===== src/logic/sce_timer.v =====
// inter-byte timeout counter for frame reception
// assumes clear pulses on each accepted byte; run high while a frame is open
`timescale 1ns/1ps
`default_nettype none
module sce_timer #(
  parameter LIMIT = 125000
) (
  input wire clk,
  input wire nrst,
  input wire run,
  input wire clear,
  output reg expired
);
  reg [31:0] cnt_r;
  // counts only while a frame is open; a byte restarts the wait
  always @(posedge clk or negedge nrst) begin
    if (!nrst) begin
      cnt_r <= 32'h00000000;
      expired <= 1'b0;
    end else if (!run || clear) begin
      cnt_r <= 32'h00000000;
      expired <= 1'b0;
    end else if (cnt_r == LIMIT - 1) begin
      expired <= 1'b1;
    end else begin
      cnt_r <= cnt_r + 32'h00000001;
    end
  end
endmodule // sce_timer
`default_nettype wire


===== config.mk =====
export PLATFORM = sky130hd
export DESIGN_NAME = sce_timer
export DESIGN_NICKNAME = d
export VERILOG_FILES = /design/src/logic/sce_timer.v
export SDC_FILE = /design/constraint.sdc
export NUM_CORES = 1
export LEC_CHECK = 0
export ABC_AREA = 1
export ABC_CLOCK_PERIOD_IN_PS = 2330
export CAP_MARGIN = 20
export CORE_MARGIN = 2
export CORE_UTILIZATION = 46
export DETAILED_ROUTE_END_ITERATION = 8
export DONT_BUFFER_PORTS = 1
export PLACE_DENSITY_LB_ADDON = 0.2
export SLEW_MARGIN = 15
export SYNTH_ARGS = -nofsm -noshare
export SYNTH_HDL_FRONTEND = slang
export SYNTH_SLANG_ARGS = --single-unit
export TNS_END_PERCENT = 50

===== constraint.sdc =====
create_clock -name clk -period 2.33 [get_ports clk]
set_input_delay 0.233 -clock clk [delete_from_list [all_inputs] [get_ports clk]]
set_output_delay 0.233 -clock clk [all_outputs]
set_load 0.02 [all_outputs]

Yosys cells after proc, flatten, opt, wreduce, memory -nomap -nowiden
Index checks and enable logic that the tools add are counted.
W data, S select, Z words.
{ "word_totals": {"out_inout_bits": 1, "regBits": 33, "wordCells": 12} }
{ "op_classes": {"n_reduce_logical": 3, "n_addsub": 1, "n_mux": 4, "eq_ne": 2} }
{ "ops": {"columns": ["cell", "count"], "rows": [
  ["$mux W32", 2],
  ["$add A32 B1 Y32 const B", 1],
  ["$eq A32 B17 Y1 const B", 1],
  ["$mux W1", 2],
  ["$ne A2 B2 Y1 const B", 1],
  ["$reduce_bool A2 Y1", 1],
  ["$logic_not A1 Y1", 1],
  ["$logic_or A1 B1 Y1", 1]
]} }

Logic depth before layout (Yosys ltp)
{ "logic_depth": {"word_depth": 3, "ltp_mapped": 10, "mapped_depth_nobuf": 10} }

Worst setup path after synthesis
No wires, ideal clock.
{ "synth_timing": {"path_type": "reg-to-reg", "from": "reg cnt_r[0]", "to": "reg cnt_r[24]", "path_stages_with_launch": 9, "slack_ns": 1.023, "path_buffers": 0, "t_arrival_ns": 1.175, "cell_sequence": "dfrtp_1 ha_1 nand2_1 nor2_2 nand2_1 inv_1 nand3_1 nand2_1 nor2_1"} }
{ "synth_via": {"elab_chain_cells": 3, "word_cells_on_any_way": 5, "classes_between": "add/sub (1); eq/ne (2); mux (2)"} }
{ "synth_rtl": {"columns": ["item", "line", "text"], "rows": [
  ["start: declaration", "14", "reg [31:0] cnt_r;"],
  ["start signal: assignment", "26", "cnt_r <= cnt_r + 32'h00000001;"],
  ["$add A32 B1 Y32", "26", null],
  ["$mux W32", "23", "end else if (cnt_r == LIMIT - 1) begin"],
  ["$mux W32", "20", "end else if (!run || clear) begin"]
]} }
Several ways; a longest one is shown, not always the timed one. The select of a mux whose other input is x is not followed.
A chain may end at the register's enable or synchronous reset.

Worst setup path in the final report
Ends and elaborated chain as after synthesis.

==> summary.txt <==
Status
  • Status: completed

Place
  • RePlAce Congestion: 0.899
  • Placed cells: 404
  • Half-perimeter wire length after placement: a little over 4000 µm
  • PortBufs: 0

Critical path
  • Critical path arrival: 1.73 ns
  • R2R Setup Slk: 0.80 ns
  • CP endpoint kind: register
  • Cell repeated most along the worst path: nand2_1
  • Crit-path slowest cell: dfrtp_1
  • Kind of cell adding the most delay to the critical path: simple AND/OR/NAND/NOR gates
  • Setup crit end: cnt_r[24]
  • Worst setup SP type: register
  • Reg2reg start: cnt_r[0]
  • FF-to-FF End: cnt_r[24]
  • CP Launch Point: cnt_r[0]
  • Critical path start-end classification: register to register
  • CP bufs+invs: 1
  • Required @ worst endpoint: between 2 and 3 ns
  • Reg2reg path depth: 9
  • Cell depth of the worst setup path: 9
  • Crit-path cells: ha_1 -> nand2_1 -> nor2_2 -> nand2_1 -> inv_1 -> nand2_1 -> nand2_1 -> nand2_1 -> nor2_1
  • Worst-path fanout max: 5
  • Worst path max stage delay: 0.42 ns

Drt
  • Via density: 4.86
  • Pre-antenna DRT Iters: 4
  • Via count of the routed design: 2008
  • Initial DRC count: 135
  • DRC: 0
  • Number of routed nets with antenna violations: 0
  • WL/cell: 13.0 µm
  • WL final: 5380 µm

Floorplanning
  • Initial Utilization: 46.8%
  • Die Height: 72.9 µm
  • Rows: 25
  • Die ar.: between 5000 and 6000 µm²
  • Die width: 72.9 µm
  • Core area: 4660 µm²
  • IO Pins: 5

GRT
  • Global-route wire length before repair: 9430 µm
  • Initial antenna violation count: 0
  • Met3 Use GR: 5.25%
  • GRT Total Usage: between 20% and 30%
  • Met2 GRT Util: 38.0%
  • Largest net degree at the start of global routing: 34
  • Total grt overflow: 0
  • Vias in the first global route: approximately 2000
  • Met1 usage: 31.5%
  • Grt peak-use layer: met2

Timing
  • Final setup fails: 0
  • Slew Limit Headroom: roughly 64%
  • Skew final: 0.00765 ns
  • RSZ-0062 raised after global routing: no
  • Fin. Hold Viols: 0
  • Least-Margin Pin Slew: 0.537 ns
  • WHS: 0.305 ns
  • Post-Route Setup TNS: 0 ns
  • Max frequency: 655 MHz
  • Minimum clock period: 1.53 ns
  • Part of the cycle the worst path needs: 65.5%
  • Max-slew violations: 0

Clocking
  • Hold buffers post-CTS: 2
  • Max H-tree Level: 2
  • Total CTS buffers: 5
  • Worst skew pair latency: just under 0.3 ns
  • Clk root buf: clkbuf_8
  • Post-CTS Setup Bufs: 0
  • CTS tree: yes
  • Sink Count: 33
  • Post-CTS resize count: 0
  • Clock Tree Buf Depth: 2
  • CTS clock-pin slew for the worst setup and hold paths: 0.07 ns

Final layout
  • Post-layout nets: 364
  • N_diodes: 0
  • Layout cells sized above 1: 8.08%
  • Fin util: 50.5%
  • Fin cells: roughly 410
  • Area growth, synth to finish: 7.91%

Synth
  • Fraction of registers with async set/reset: 100%
  • Syn_area_per_cell: just over 6 µm²
  • Synth Instances: ~350
  • Post-Syn Nets: 357
  • Post-Syn Area: ~2200 µm²
  • Synth cell count leaders: 115 x nand2_1, 88 x nor2_1, 40 x inv_1, 33 x dfrtp_1, 19 x nand3_1
  • Yosys warning count: 0
  • Distinct cells, synth: 22
  • Main flop type after synthesis: dfrtp_1
  • Synth area leader: dfrtp_1
  • Synth Register Bits: 33
  • Most frequent cell after synthesis: nand2_1
  • Post-synth top area share: 37.8%
  • Sequential cell area fraction in the yosys report: 37.8%
  • Top cells by area, synth: dfrtp_1 38%, nand2_1 20%, nor2_1 15%
  • Post-synth EDFFs: 0

Pwr
  • Max VDD drop: 0.248 mV
  • PwrDens: between 400 and 500 nW/µm²
  • Overall Power: 1.05 mW
  • Leak Pwr: about 0.97 nW

Flow run
  • Max-cap viol count: 0

Min path
  • Min-Delay Path Class: primary input to register
## through the flow
| stage | setup slack (ns) | cell area (µm²) |
|---|---|---|
| after floorplan | 1.02 | 2180 |
| after global placement | 0.832 | 2240 |
| after detailed placement | 0.790 | 2240 |
| after CTS | 0.800 | 2350 |
| after global routing | 0.596 | 2350 |
| final | 0.804 | 2350 |
## worst min path at each step
stage	slack (ns)	cells past startpoint	from	to
finish	0.30	4	clear	cnt_r[17]
global route	0.34	4	clear	cnt_r[21]
CTS	0.31	4	clear	cnt_r[17]
detailed placement	-0.06	0	nrst	cnt_r[16]
global placement	-0.06	0	nrst	cnt_r[18]
floorplan	-0.06	0	nrst	cnt_r[0]
## report_power, final
| part | total (mW) | switching, mW | internal (mW) |
|---|---|---|---|
| clock | 0.445 | 0.210 | 0.234 |
| combinational | 0.0329 | 0.0245 | 0.00832 |
| sequential | 0.576 | 0.00213 | 0.574 |
## placed cells by master, fill, tap and decap left out, drive strengths merged
| cell | instances |
|---|---|
| nand2 | 120 |
| nor2 | 100 |
| inv | 42 |
| dfrtp | 33 |
| nand3 | 21 |
| o21ai | 12 |
| a21oi | 9 |
| clkbuf | 7 |
| nor3 | 5 |
| xor2 | 2 |
| buf | 2 |
| clkinv | 1 |
| nand4 | 1 |
| nor3b | 1 |
| xnor2 | 1 |
| ha | 1 |
| dlygate4sd3 | 1 |
## state kept, by name, summed over array words and instances, names as in the netlist
signal   flops
cnt_r       32
expired      1
## cell type report
cell class | instances | area, µm²
Inverter | 43 | 161
Clock buffer | 7 | 86.3
Tap cell | 54 | 67.6
Timing Repair Buffer | 3 | 37.5
Fill cell | 485 | 2310
Sequential cell | 33 | 826
Multi-Input combinational cell | 273 | 1180
## worst register-to-register path, delay by kind of cell (launching register included)
family / cells / cell delay (ns)
adders and majority gates: 1 / 0.22
and+or+nand+nor: 7 / 0.68
buffers and inverters: 1 / 0.13
DFF: 1 / 0.42
## cell families (layout without fill, tap and decap cells)
group	Yosys count	after routing	share of synthesized area, %
flip-flops	33	33	37.8
AO/OA/AOI/OAI	21	21	4.82
adder cells (fa/ha/maj)	1	1	0.573
AND/OR/NAND/NOR	248	248	47.3
XOR/XNOR	3	3	1.20
buffers and inverters	46	53	8.26
## layer usage
metal | vias to the layer above | routed length, µm
li1 | 1086 | -
met4 | 0 | 64
met1 | 880 | 2560
met5 | - | 0
met3 | 6 | 228
met2 | 36 | 2530
(Power assumes the default switching activity.)
